$ cat config.mk
export PLATFORM = sky130hd
export DESIGN_NAME = fdcs_status_core
export DESIGN_NICKNAME = d
export VERILOG_FILES = /design/src/core/fdcs_pkg.sv /design/src/core/fdcs_status_core.sv /design/src/core/fdcs_interval_timer.sv
export VERILOG_INCLUDE_DIRS = /design/src /design/src/core
export SDC_FILE = /design/constraint.sdc
export NUM_CORES = 1
export LEC_CHECK = 0
export BUFFER_PORTS_ARGS = -buffer_cell sky130_fd_sc_hd__buf_2
export CAP_MARGIN = 40
export CORE_MARGIN = 2
export CORE_UTILIZATION = 60
export CTS_CLUSTER_DIAMETER = 80
export DETAILED_ROUTE_END_ITERATION = 10
export PLACE_DENSITY = 0.83
export SYNTH_ARGS = -nofsm -noshare
export SYNTH_HDL_FRONTEND = slang
export SYNTH_HIERARCHICAL = 1
export SYNTH_SLANG_ARGS = --single-unit
$ cat constraint.sdc
create_clock -name clk_sys -period 8.1 [get_ports clk_sys]
set_clock_uncertainty 0.15 [all_clocks]
set_input_delay 0.405 -clock clk_sys [delete_from_list [all_inputs] [get_ports clk_sys]]
set_output_delay 0.405 -clock clk_sys [all_outputs]
set_load 0.02 [all_outputs]
$ cat src/core/fdcs_cfg.svh
// Purpose: constants of the floppy status and interrupt core
// Assumes: one 40 MHz clock, AHB-Lite register window
// Notes: offsets are byte addresses of aligned words
`ifndef FDCS_CFG_SVH
`define FDCS_CFG_SVH
////////////////////////////////////////////////////////////////////////////////
// register offsets
`define FDCS_A_CMD 8'h00
`define FDCS_A_MAIN 8'h04
`define FDCS_A_CTRL 8'h08
`define FDCS_A_TERM 8'h0C
`define FDCS_A_XERR 8'h10
`define FDCS_A_DERR 8'h14
`define FDCS_A_DRV 8'h18
`define FDCS_A_CYL 8'h1C
`define FDCS_A_XFER 8'h20
////////////////////////////////////////////////////////////////////////////////
// command word fields, and the control register slow bit
`define FDCS_F_OP 3:0
`define FDCS_F_UNIT 5:4
`define FDCS_B_HEAD 6
`define FDCS_F_ARG 15:8
`define FDCS_F_UNLOAD 11:8
`define FDCS_F_STEP 15:12
`define FDCS_F_SETTLE 23:16
`define FDCS_B_PIO 24
`define FDCS_B_SLOW 0
////////////////////////////////////////////////////////////////////////////////
// command codes
`define FDCS_OP_SPECIFY 4'h1
`define FDCS_OP_SENSE_DRV 4'h2
`define FDCS_OP_SENSE_INT 4'h3
`define FDCS_OP_SEEK 4'h4
`define FDCS_OP_RECAL 4'h5
`define FDCS_OP_READ 4'h6
`define FDCS_OP_WRITE 4'h7
`define FDCS_OP_SCAN 4'h8
`define FDCS_OP_FORMAT 4'h9
////////////////////////////////////////////////////////////////////////////////
// drive pin vector positions
`define FDCS_P_FAULT 4
`define FDCS_P_WP 3
`define FDCS_P_READY 2
`define FDCS_P_TRK0 1
`define FDCS_P_TWOSIDE 0
////////////////////////////////////////////////////////////////////////////////
// termination codes and fixed values
`define FDCS_IC_NORMAL 2'h0
`define FDCS_IC_ABNORMAL 2'h1
`define FDCS_IC_INVALID 2'h2
`define FDCS_IC_READY 2'h3
`define FDCS_TERM_INVALID 8'h80
`define FDCS_RECAL_STEPS 7'h4D
////////////////////////////////////////////////////////////////////////////////
// timing, figures at the nominal 8 MHz rate
`define FDCS_CLK_NS 25
`define FDCS_MS_NS 1000000
`define FDCS_UNLOAD_MS 16
`define FDCS_STEP_MAX_MS 16
`define FDCS_SETTLE_MS 2
`define FDCS_TICK_CYCLES (`FDCS_MS_NS / `FDCS_CLK_NS)
`endif

$ cat src/core/fdcs_pkg.sv
// Purpose: types of the floppy status and interrupt core
// Assumes: constants come from fdcs_cfg.svh
// Notes: state of each module is one packed struct
package fdcs_pkg;

  typedef enum logic [2:0] {
    st_idle,
    st_settle,
    st_exec,
    st_pos_step,
    st_pos_wait,
    st_result
  } fdcs_state_t;

  typedef struct packed {
    logic busy;
    logic done;
    logic [8:0] ms_left;
    logic [17:0] pre;
  } fdcs_tmr_t;

  typedef struct packed {
    fdcs_state_t st;
    logic wr_q;
    logic [7:0] addr_q;
    logic [31:0] hrdata;
    logic [4:0] drv_s1;
    logic [4:0] drv_s2;
    logic rdy_q;
    logic [3:0] op;
    logic [1:0] unit;
    logic head;
    logic [7:0] target;
    logic [3:0] unload_code;
    logic [3:0] step_code;
    logic [7:0] settle_code;
    logic pio_sel;
    logic slow_clk;
    logic [7:0] term;
    logic [7:0] xerr;
    logic [7:0] derr;
    logic [7:0] drv;
    logic [7:0] cyl;
    logic [6:0] steps;
    logic head_loaded;
    logic step_dir;
    logic step_out;
    logic irq_result;
    logic seek_pend;
    logic rdy_pend;
    logic [7:0] seek_term;
    logic xfer_pend;
    logic xfer_ack;
    logic [7:0] xfer_wdata;
    logic exec_go;
    logic [2:0] tstart;
  } fdcs_core_t;

endpackage

$ cat src/core/fdcs_status_core.sv
// Purpose: status, interrupt and timer setup part of a floppy command engine
// Assumes: AHB-Lite slave, zero wait states; read/write engine sits outside
// Notes: drive pins pass two flops; engine ports share this clock
//
// Notes on behaviour
// - interrupt on entering result phase of read, write, scan, format commands.
// - interrupt on any ready level change and at seek or recalibrate end.
// - in programmed-I/O mode interrupt requests each execution-phase data transfer.
// - sense-interrupt clears interrupt, returns termination byte with cause in top bits.
// - cause bits 5,6,7: ready 0,1,1; seek normal 1,0,0; abnormal 1,1,0.
// - unsensed seek interrupt makes the next other command invalid.
// - head unload delay after read/write execution, 16 ms per count.
// - step spacing 1 to 16 ms, inverse code, F is 1 ms.
// - head settle delay before read/write, 2 ms per count up to 254 ms; the 8-bit settle code here reaches 510 ms.
// - all intervals from device clock; doubled in 4 MHz mode.
// - specify transfer-mode bit one selects programmed-I/O, zero selects DMA.
// - sense-drive returns fault, protect, ready, track zero, two-side, head, unit.
// - undefined command: no interrupt, result phase, termination byte 80H.
// - termination bits 7:6: normal, abnormal, invalid, ready changed.
// - seek end bit on positioning end; equipment check on fault or 77 steps.
// - not-ready bit for access to not-ready drive or side 1 single-sided.
// - termination byte carries head in bit 2 and unit in bits 1:0.
// - transfer error byte: end of cylinder 7, CRC 5, overrun 4; 6,3 zero.
// - transfer error byte: no data 2, write protect 1, missing mark 0.
// - data-field byte: 7 zero, deleted 6, CRC 5, missing mark 0 plus byte one.
// - data-field byte: wrong cylinder 4, bad cylinder 1, scan hit 3, miss 2.
//
// Decided for this implementation: the AHB-Lite register port and the address map.
`include "fdcs_cfg.svh"
module fdcs_status_core #(
  parameter int TICK_CYCLES = `FDCS_TICK_CYCLES
) (
  // clock and reset
  input wire logic clk_sys,
  input wire logic rstn,
  // ahb-lite slave
  input wire logic hsel,
  input wire logic [31:0] haddr,
  input wire logic [1:0] htrans,
  input wire logic hwrite,
  input wire logic [2:0] hsize,
  input wire logic [31:0] hwdata,
  input wire logic hready,
  output logic hreadyout,
  output logic hresp,
  output logic [31:0] hrdata,
  // drive pins
  input wire logic drive_fault,
  input wire logic drive_wp,
  input wire logic drive_ready,
  input wire logic drive_track0,
  input wire logic drive_two_side,
  output logic [1:0] unit_select,
  output logic head_select,
  output logic head_load,
  output logic step_pulse,
  output logic step_dir,
  // read/write engine
  output logic engine_start,
  output logic [3:0] engine_op,
  output logic dma_select,
  input wire logic engine_done,
  input wire logic engine_abort,
  input wire logic [7:0] engine_id_err,
  input wire logic [7:0] engine_data_err,
  input wire logic engine_xfer_req,
  input wire logic [7:0] engine_rdata,
  output logic engine_xfer_ack,
  output logic [7:0] engine_wdata,
  // interrupt
  output logic irq
);

  fdcs_pkg::fdcs_core_t s;
  fdcs_pkg::fdcs_core_t n;
  logic [2:0] tdone;
  logic [2:0] tbusy;
  logic [8:0] tload [3];
  logic acc;
  logic cmd_wr;
  logic rdy_chg;
  logic rdy;
  logic [3:0] op_in;
  logic [7:0] id_err;

  ////////////////////////////////////////////////////////////////////////////
  // timers: 0 head unload, 1 step spacing, 2 head settle
  // unload count
  assign tload[0] = 9'(s.unload_code * `FDCS_UNLOAD_MS);
  assign tload[1] = 9'(`FDCS_STEP_MAX_MS - s.step_code);
  assign tload[2] = 9'(s.settle_code * `FDCS_SETTLE_MS);

  genvar gi;
  generate
    for (gi = 0; gi < 3; gi++) begin : g_tmr
      fdcs_interval_timer #(.TICK_CYCLES(TICK_CYCLES)) u_tmr (
        .clk_sys(clk_sys),
        .rstn(rstn),
        .start(s.tstart[gi]),
        .load_ms(tload[gi]),
        .slow(s.slow_clk),
        .busy(tbusy[gi]),
        .done(tdone[gi])
      );
    end
  endgenerate

  ////////////////////////////////////////////////////////////////////////////
  // next state
  assign acc = hsel & htrans[1] & hready;
  assign cmd_wr = s.wr_q & (s.addr_q == `FDCS_A_CMD);
  assign rdy = s.drv_s2[`FDCS_P_READY];
  assign rdy_chg = rdy ^ s.rdy_q;
  assign op_in = hwdata[`FDCS_F_OP];
  // missing data mark also sets the missing mark bit
  assign id_err = {engine_id_err[7], 1'b0, engine_id_err[5:4], 1'b0, engine_id_err[2:1],
                   engine_id_err[0] | engine_data_err[0]};

  always_comb begin
    n = s;
    n.exec_go = 1'b0;
    n.tstart = 3'h0;
    n.xfer_ack = 1'b0;
    n.step_out = 1'b0;
    n.drv_s1 = {drive_fault, drive_wp, drive_ready, drive_track0, drive_two_side};
    n.drv_s2 = s.drv_s1;
    n.rdy_q = rdy;
    // bus address phase
    n.wr_q = acc & hwrite;
    n.addr_q = haddr[7:0];
    if (acc && !hwrite) begin
      case (haddr[7:0])
        `FDCS_A_MAIN: begin
          n.hrdata = {24'h00_0000, (s.st == fdcs_pkg::st_idle) || (s.st == fdcs_pkg::st_result),
                      s.st == fdcs_pkg::st_result, s.st == fdcs_pkg::st_exec,
                      s.st != fdcs_pkg::st_idle, s.head_loaded, s.pio_sel, s.seek_pend,
                      s.xfer_pend};
        end
        `FDCS_A_CTRL: n.hrdata = {31'h0000_0000, s.slow_clk};
        `FDCS_A_TERM: n.hrdata = {24'h00_0000, s.term};
        `FDCS_A_XERR: n.hrdata = {24'h00_0000, s.xerr};
        `FDCS_A_DERR: n.hrdata = {24'h00_0000, s.derr};
        `FDCS_A_DRV: n.hrdata = {24'h00_0000, s.drv};
        `FDCS_A_CYL: n.hrdata = {24'h00_0000, s.cyl};
        `FDCS_A_XFER: n.hrdata = {24'h00_0000, engine_rdata};
        default: n.hrdata = 32'h0000_0000;
      endcase
      // result read ends the result interrupt
      if (haddr[7:0] == `FDCS_A_TERM) begin
        n.irq_result = 1'b0;
      end
      if (haddr[7:0] == `FDCS_A_XFER) begin
        n.xfer_pend = 1'b0;
        n.xfer_ack = 1'b1;
      end
    end
    // bus data phase writes
    if (s.wr_q && (s.addr_q == `FDCS_A_CTRL)) begin
      n.slow_clk = hwdata[`FDCS_B_SLOW];
    end
    if (s.wr_q && (s.addr_q == `FDCS_A_XFER)) begin
      n.xfer_wdata = hwdata[7:0];
      n.xfer_pend = 1'b0;
      n.xfer_ack = 1'b1;
    end
    // transfer request, set wins over a bus clear, loses to result entry
    if (engine_xfer_req && (s.st == fdcs_pkg::st_exec)) begin
      n.xfer_pend = 1'b1;
    end
    if (rdy_chg) begin
      n.rdy_pend = 1'b1;
    end
    if (tdone[0] && ((s.st == fdcs_pkg::st_idle) || (s.st == fdcs_pkg::st_result))) begin
      n.head_loaded = 1'b0;
    end
    case (s.st)
      fdcs_pkg::st_idle, fdcs_pkg::st_result: begin
        if (cmd_wr) begin
          n.op = op_in;
          n.unit = hwdata[`FDCS_F_UNIT];
          n.head = hwdata[`FDCS_B_HEAD];
          n.target = hwdata[`FDCS_F_ARG];
          n.st = fdcs_pkg::st_result;
          if (s.seek_pend && (op_in != `FDCS_OP_SENSE_INT)) begin
            n.term = `FDCS_TERM_INVALID;
          end else begin
            case (op_in)
              `FDCS_OP_SPECIFY: begin
                n.unload_code = hwdata[`FDCS_F_UNLOAD];
                n.step_code = hwdata[`FDCS_F_STEP];
                n.settle_code = hwdata[`FDCS_F_SETTLE];
                n.pio_sel = hwdata[`FDCS_B_PIO];
                n.st = fdcs_pkg::st_idle;
              end
              `FDCS_OP_SENSE_DRV: begin
                n.drv = {s.drv_s2, hwdata[`FDCS_B_HEAD], hwdata[`FDCS_F_UNIT]};
              end
              `FDCS_OP_SENSE_INT: begin
                // sense clears interrupt and reports cause
                n.irq_result = 1'b0;
                if (s.seek_pend) begin
                  n.term = s.seek_term;
                  n.seek_pend = 1'b0;
                end else if (s.rdy_pend && !rdy_chg) begin
                  n.term = {`FDCS_IC_READY, 6'h00};
                  n.rdy_pend = 1'b0;
                end else begin
                  n.term = `FDCS_TERM_INVALID;
                end
              end
              `FDCS_OP_SEEK, `FDCS_OP_RECAL: begin
                n.steps = 7'h00;
                if (op_in == `FDCS_OP_RECAL) begin
                  n.cyl = 8'h00;
                end
                n.st = fdcs_pkg::st_pos_step;
              end
              `FDCS_OP_READ, `FDCS_OP_WRITE, `FDCS_OP_SCAN, `FDCS_OP_FORMAT: begin
                n.xerr = 8'h00;
                n.derr = 8'h00;
                n.term = {`FDCS_IC_ABNORMAL, 3'h0, hwdata[`FDCS_B_HEAD], hwdata[`FDCS_F_UNIT]};
                if (!rdy || (hwdata[`FDCS_B_HEAD] && !s.drv_s2[`FDCS_P_TWOSIDE])) begin
                  n.term[3] = 1'b1;
                  n.irq_result = 1'b1;
                end else if (s.drv_s2[`FDCS_P_WP] &&
                             ((op_in == `FDCS_OP_WRITE) || (op_in == `FDCS_OP_FORMAT))) begin
                  n.xerr[1] = 1'b1;
                  n.irq_result = 1'b1;
                end else if (s.head_loaded) begin
                  // unload expiring in this cycle must not drop the head
                  n.head_loaded = 1'b1;
                  n.exec_go = 1'b1;
                  n.st = fdcs_pkg::st_exec;
                end else begin
                  n.head_loaded = 1'b1;
                  n.tstart[2] = 1'b1;
                  n.st = fdcs_pkg::st_settle;
                end
              end
              default: begin
                n.term = `FDCS_TERM_INVALID;
              end
            endcase
          end
        end
      end
      fdcs_pkg::st_settle: begin
        if (tdone[2]) begin
          n.exec_go = 1'b1;
          n.st = fdcs_pkg::st_exec;
        end
      end
      fdcs_pkg::st_exec: begin
        if (rdy_chg) begin
          n.term = {`FDCS_IC_READY, 3'h0, s.head, s.unit};
          n.irq_result = 1'b1;
          n.tstart[0] = 1'b1;
          n.xfer_pend = 1'b0;
          n.st = fdcs_pkg::st_result;
        end else if (engine_done) begin
          n.xerr = id_err;
          // data-field byte, bit 7 held zero
          n.derr = {1'b0, engine_data_err[6:0]};
          n.term = {`FDCS_IC_NORMAL, 3'h0, s.head, s.unit};
          if (engine_abort || (id_err != 8'h00) ||
              (engine_data_err & 8'h73) != 8'h00) begin
            n.term[7:6] = `FDCS_IC_ABNORMAL;
          end
          if (s.drv_s2[`FDCS_P_FAULT]) begin
            n.term = {`FDCS_IC_ABNORMAL, 1'b0, 1'b1, 1'b0, s.head, s.unit};
          end
          n.irq_result = 1'b1;
          n.tstart[0] = 1'b1;
          n.xfer_pend = 1'b0;
          n.st = fdcs_pkg::st_result;
        end
      end
      fdcs_pkg::st_pos_step: begin
        n.seek_term = {`FDCS_IC_NORMAL, 1'b1, 2'h0, s.head, s.unit};
        if (!rdy) begin
          n.seek_term = {`FDCS_IC_ABNORMAL, 1'b1, 1'b0, 1'b1, s.head, s.unit};
          n.seek_pend = 1'b1;
          n.st = fdcs_pkg::st_idle;
        end else if ((s.op == `FDCS_OP_RECAL) ? s.drv_s2[`FDCS_P_TRK0] : (s.cyl == s.target)) begin
          // positioning end interrupt, seek end set
          n.seek_pend = 1'b1;
          n.st = fdcs_pkg::st_idle;
        end else if ((s.op == `FDCS_OP_RECAL) && (s.steps == `FDCS_RECAL_STEPS)) begin
          // no track zero after all steps
          n.seek_term = {`FDCS_IC_ABNORMAL, 1'b1, 1'b1, 1'b0, s.head, s.unit};
          n.seek_pend = 1'b1;
          n.st = fdcs_pkg::st_idle;
        end else begin
          n.step_dir = (s.op == `FDCS_OP_SEEK) && (s.cyl < s.target);
          if (s.op == `FDCS_OP_SEEK) begin
            n.cyl = (s.cyl < s.target) ? s.cyl + 8'h01 : s.cyl - 8'h01;
          end
          n.steps = s.steps + 7'h01;
          n.step_out = 1'b1;
          n.tstart[1] = 1'b1;
          n.st = fdcs_pkg::st_pos_wait;
        end
      end
      fdcs_pkg::st_pos_wait: begin
        if (tdone[1]) begin
          n.st = fdcs_pkg::st_pos_step;
        end
      end
      default: n.st = fdcs_pkg::st_idle;
    endcase
  end

  always_ff @(posedge clk_sys) begin
    if (!rstn) begin
      s <= '0;
    end else begin
      s <= n;
    end
  end

  ////////////////////////////////////////////////////////////////////////////
  // outputs
  assign hreadyout = 1'b1;
  assign hresp = 1'b0;
  assign hrdata = s.hrdata;
  assign unit_select = s.unit;
  assign head_select = s.head;
  assign head_load = s.head_loaded;
  assign step_pulse = s.step_out;
  assign step_dir = s.step_dir;
  assign engine_start = s.exec_go;
  assign engine_op = s.op;
  assign dma_select = ~s.pio_sel;
  assign engine_xfer_ack = s.xfer_ack;
  assign engine_wdata = s.xfer_wdata;
  assign irq = s.irq_result | s.seek_pend | s.rdy_pend | (s.pio_sel & s.xfer_pend);

endmodule // fdcs_status_core

$ cat src/core/fdcs_interval_timer.sv
// Purpose: millisecond interval timer, loaded with a count of milliseconds
// Assumes: TICK_CYCLES clocks make one millisecond of the 8 MHz reference
// Notes: slow doubles every millisecond (4 MHz reference); load of zero ends at once
`include "fdcs_cfg.svh"
module fdcs_interval_timer #(
  parameter int TICK_CYCLES = `FDCS_TICK_CYCLES
) (
  // clock and reset
  input wire logic clk_sys,
  input wire logic rstn,
  // control
  input wire logic start,
  input wire logic [8:0] load_ms,
  input wire logic slow,
  // status
  output logic busy,
  output logic done
);

  fdcs_pkg::fdcs_tmr_t s;
  fdcs_pkg::fdcs_tmr_t n;
  logic [17:0] limit;

  assign limit = slow ? 18'(2 * TICK_CYCLES - 1) : 18'(TICK_CYCLES - 1);

  always_comb begin
    n = s;
    n.done = 1'b0;
    if (start) begin
      n.busy = 1'b1;
      n.ms_left = load_ms;
      n.pre = 18'h0_0000;
    end else if (s.busy) begin
      if (s.ms_left == 9'h000) begin
        n.busy = 1'b0;
        n.done = 1'b1;
      end else if (s.pre == limit) begin
        n.pre = 18'h0_0000;
        n.ms_left = s.ms_left - 9'h001;
      end else begin
        n.pre = s.pre + 18'h0_0001;
      end
    end
  end

  always_ff @(posedge clk_sys) begin
    if (!rstn) begin
      s <= '0;
    end else begin
      s <= n;
    end
  end

  assign busy = s.busy;
  assign done = s.done;

endmodule // fdcs_interval_timer

==> results.yml <==
outcome:
  outcome: "complete, no violations"
place:
  place_ws_ns: 4.451
  place_congestion: 0.9429
  port_buffers: 97
  hpwl_um: 19750
detailed_routing:
  drt_iter0_drc: 869
  totalWireLength_um: 29000
  final_antenna_net_count: 0
  vias_per_cell: 6.072
  wl_per_cell_um: 17.04
  vias: 10340
  drt-pass1-iter-count: 6
  drc: 0
worst_setup_path:
  crit_family: "simple AND/OR/NAND/NOR gates"
  cp.arrival_ns: 3.98
  slowest_delay_ns: 0.46
  start_kind: "flop"
  r2r_start: "s[36]"
  r2r_end: "s[42]"
  path_class: "flop to flop"
  path_max_fanout: 6
  reg2reg_slack_ns: 4.36
  cp.required_ns: 8.33
  cp_cell_sequence: "ha_1, nor2b_1, o211ai_1, a21oi_1, nor3_1, inv_1, ha_1, nand3_1, o2111ai_1, o211ai_1, nor4_1, o32a_1, o41ai_2"
  worst_r2r_path_depth: 13
  slowest_stage: "nor3_1"
  worstPathBufferInverterCount: 1
  cp-end-kind: "flop"
timing:
  setup_slack_ns: 4.356
  timing_hold_violations_final: 0
  grt_setup_unrepaired: "no"
  setup_viol: 0
  period_needed_ns: 3.744
  whs_ns: 0.009854
  maxSlewViolCount: 0
  fin_tns_setup_ns: 0
  maxClockFrequency_ghz: 0.2671
  post-route-period-util: 0.4622
  tightest_slew_ns: 0.8498
  slew_headroom: 0.4335
grt:
  grt.overflow.total: 0
  grt_pass1_vias: 9577
  grt_start_max_net_pins: 78
  antenna_found_initial: 0
  grt_usage: 0.2810
  grt_pass1_wl_um: 47110
floorplan:
  dieArea_um2: 20370
  pin_count: 162
  core-area_um2: 18770
  start_util: 0.6152
  fp.dieW_um: 142.7
  row_count: 50
  die_h_um: 142.7
power:
  p_sw_uw: 651.4
  share_seq_of_total_power: 0.447
  power.density_nw_per_um2: 196.3
  comb_power_share: 0.113
  p_int_uw: 1893
  clkPwrFrac: 0.440
  p_leak_uw: 0.004909
  ir_worst_vdd_uv: 197.3
  p_sw_frac: 0.2560
cells_and_area:
  fillerInstances: 1497
  drive_above_1_share: 0.1322
  multiInputGateArea_um2: 6386
  final_nets: 1580
  final_util: 0.6907
  seqCellArea_um2: 4424
  syn_to_final_growth_pct: 12.27
  antennaDiodeCount: 0
logic_synthesis:
  synth-xor-area-share: 0.05841
  synth_seq_area_share: 0.3832
  postSynth.asyncResetShare: 0
  synthSimpleGateAreaFrac: 0.2810
  syn_inst: 1369
  synth-main-ff-cell: "dfxtp_1"
  synth_compound_area_frac: 0.1481
  ys_types: 86
  ys_seq_elements: 221
  synthMuxAreaShare: 0.02677
  syn_area_um2: 11550
  synthAdderAreaFrac: 0.02666
  synth_top_family_by_area: "simple AND/OR/NAND/NOR gates"
  syn_avg_cell_area_um2: 8.434
  synth-edff-count: 0
  yosysWarnings: 6
worst_hold_path:
  hold_depth: 3
  hp-class: "input port to flop"
  holdPathEnd: "s[66]"
  hold_start: "engine_id_err[7]"
clocking:
  ctsHtreeMaxLevel: 1
  cts_max_path_buffers: 3
  insertion_delay_ns: 0.53
  ctsResizeCount: 0
  clockRootBuffer: "clkbuf_16"
  tritoncts: "yes"
  clkSlewWorstSetupHoldPaths_ns: 0.06
  cts_buffers: 24
  clock-sinks: 221
flow_run:
  drv_cap: 0
-- logic make-up (layout without fill, tap and decap cells) --
logic type / count (synthesis) / in the layout
AO/OA/AOI/OAI: 251 / 251
buffers and inverters: 162 / 227
flip-flops: 221 / 221
multiplexers: 29 / 29
XOR/XNOR: 77 / 77
AND/OR/NAND/NOR: 603 / 603
other: 2 / 36
adder cells (fa/ha/maj): 24 / 24
-- routing by layer --
metal / GRT usage / part of all wire
met1: 0.3679 / 0.41
met5: 0 / 0
met2: 0.4704 / 0.48
met4: 0.1120 / 0.039
met3: 0.03823 / 0.070
-- metrics by stage --
| step | power [uW] | instances | area, um^2 |
|---|---|---|---|
| floorplan | 1367 | 1403 | 11670 |
| global placement | 1415 | 1625 | 11800 |
| detailed placement | 1425 | 1626 | 11830 |
| CTS | 2551 | 1702 | 12960 |
| global route | 2632 | 1702 | 12960 |
| finish | 2544 | 1702 | 12960 |
-- repair_timing --
action,CTS,global route
setup buffers,0,0
hold buffers,32,0
endpoints found under the hold margin,33,0
-- how the worst max path moves through the flow --
stage                     start     to  slack, ns  cells past startpoint
after floorplan           s[36]  s[42]       4.99                     13
after global placement    s[36]  s[42]       4.53                     13
after detailed placement  s[36]  s[42]       4.45                     13
after CTS                 s[36]  s[42]       4.37                     13
after global routing      s[36]  s[42]       4.09                     13
final                     s[36]  s[42]       4.36                     13
-- state kept, by name, summed over array words and instances (netlist names) --
name	cells
unit_select	2
head_load	1
engine_xfer_ack	1
g_tmr.u_tmr/busy	3
step_pulse	1
step_dir	1
g_tmr.u_tmr/s	81
engine_wdata	8
engine_start	1
g_tmr.u_tmr/done	3
engine_op	4
head_select	1
n	6
s	100
hrdata	8
-- synthesized netlist by cell type, drive strengths merged, types with 29 or more instances --
cell type	count	area share
xnor2	60	0.046
buf	67	0.044
inv	48	0.016
nand2	160	0.052
o21ai	37	0.016
clkbuf	46	0.015
nor2	139	0.046
nor4	29	0.019
nand3	69	0.033
a21oi	96	0.042
dfxtp	221	0.38
nor3	37	0.018
nand4	34	0.020
-- area by class of cell --
cell class                      instances  area share
Timing Repair Buffer                  134     0.06660
Inverter                               49     0.01419
Sequential cell                       221      0.3413
Tap cell                              234     0.02259
Multi-Input combinational cell       1020      0.4927
Clock buffer                           36     0.05290
Clock inverter                          8    0.009749
-- worst reg2reg max path: cells and delay by family, from the launching register on --
family / cells / cell delay [ns]
compound gates: 6 / 0.96
flops: 1 / 0.45
buf+inv: 1 / 0.25
simple gates: 4 / 1.06
fa+ha+maj: 2 / 0.73
-- power by group through the flow --
stage	registers, uW	clock network (uW)	logic (uW)
floorplan	1140	0	225
global placement	1160	0	257
detailed placement	1160	0	265
CTS	1140	1140	280
global route	1140	1180	312
finish	1140	1120	287
-- cell usage in the layout (no fill, tap or decap), types with 12 or more instances in the layout --
master and n:
conb_1 36, mux2i_1 23, dfxtp_1 221, nor2_1 138
or3_1 12, clkbuf_16 24, a21oi_1 95, o21ai_0 32
nand4_1 33, and3_1 17, nor3_1 35, a22oi_1 12
nor4_1 25, inv_1 48, nand2_1 159, nand3_1 66
xor2_1 17, a31oi_1 16, dlygate4sd3_1 32, xnor2_1 60
or4_1 19, ha_1 23, buf_2 97, and2_1 24
Note: power is estimated with default switching activity, not from simulation.
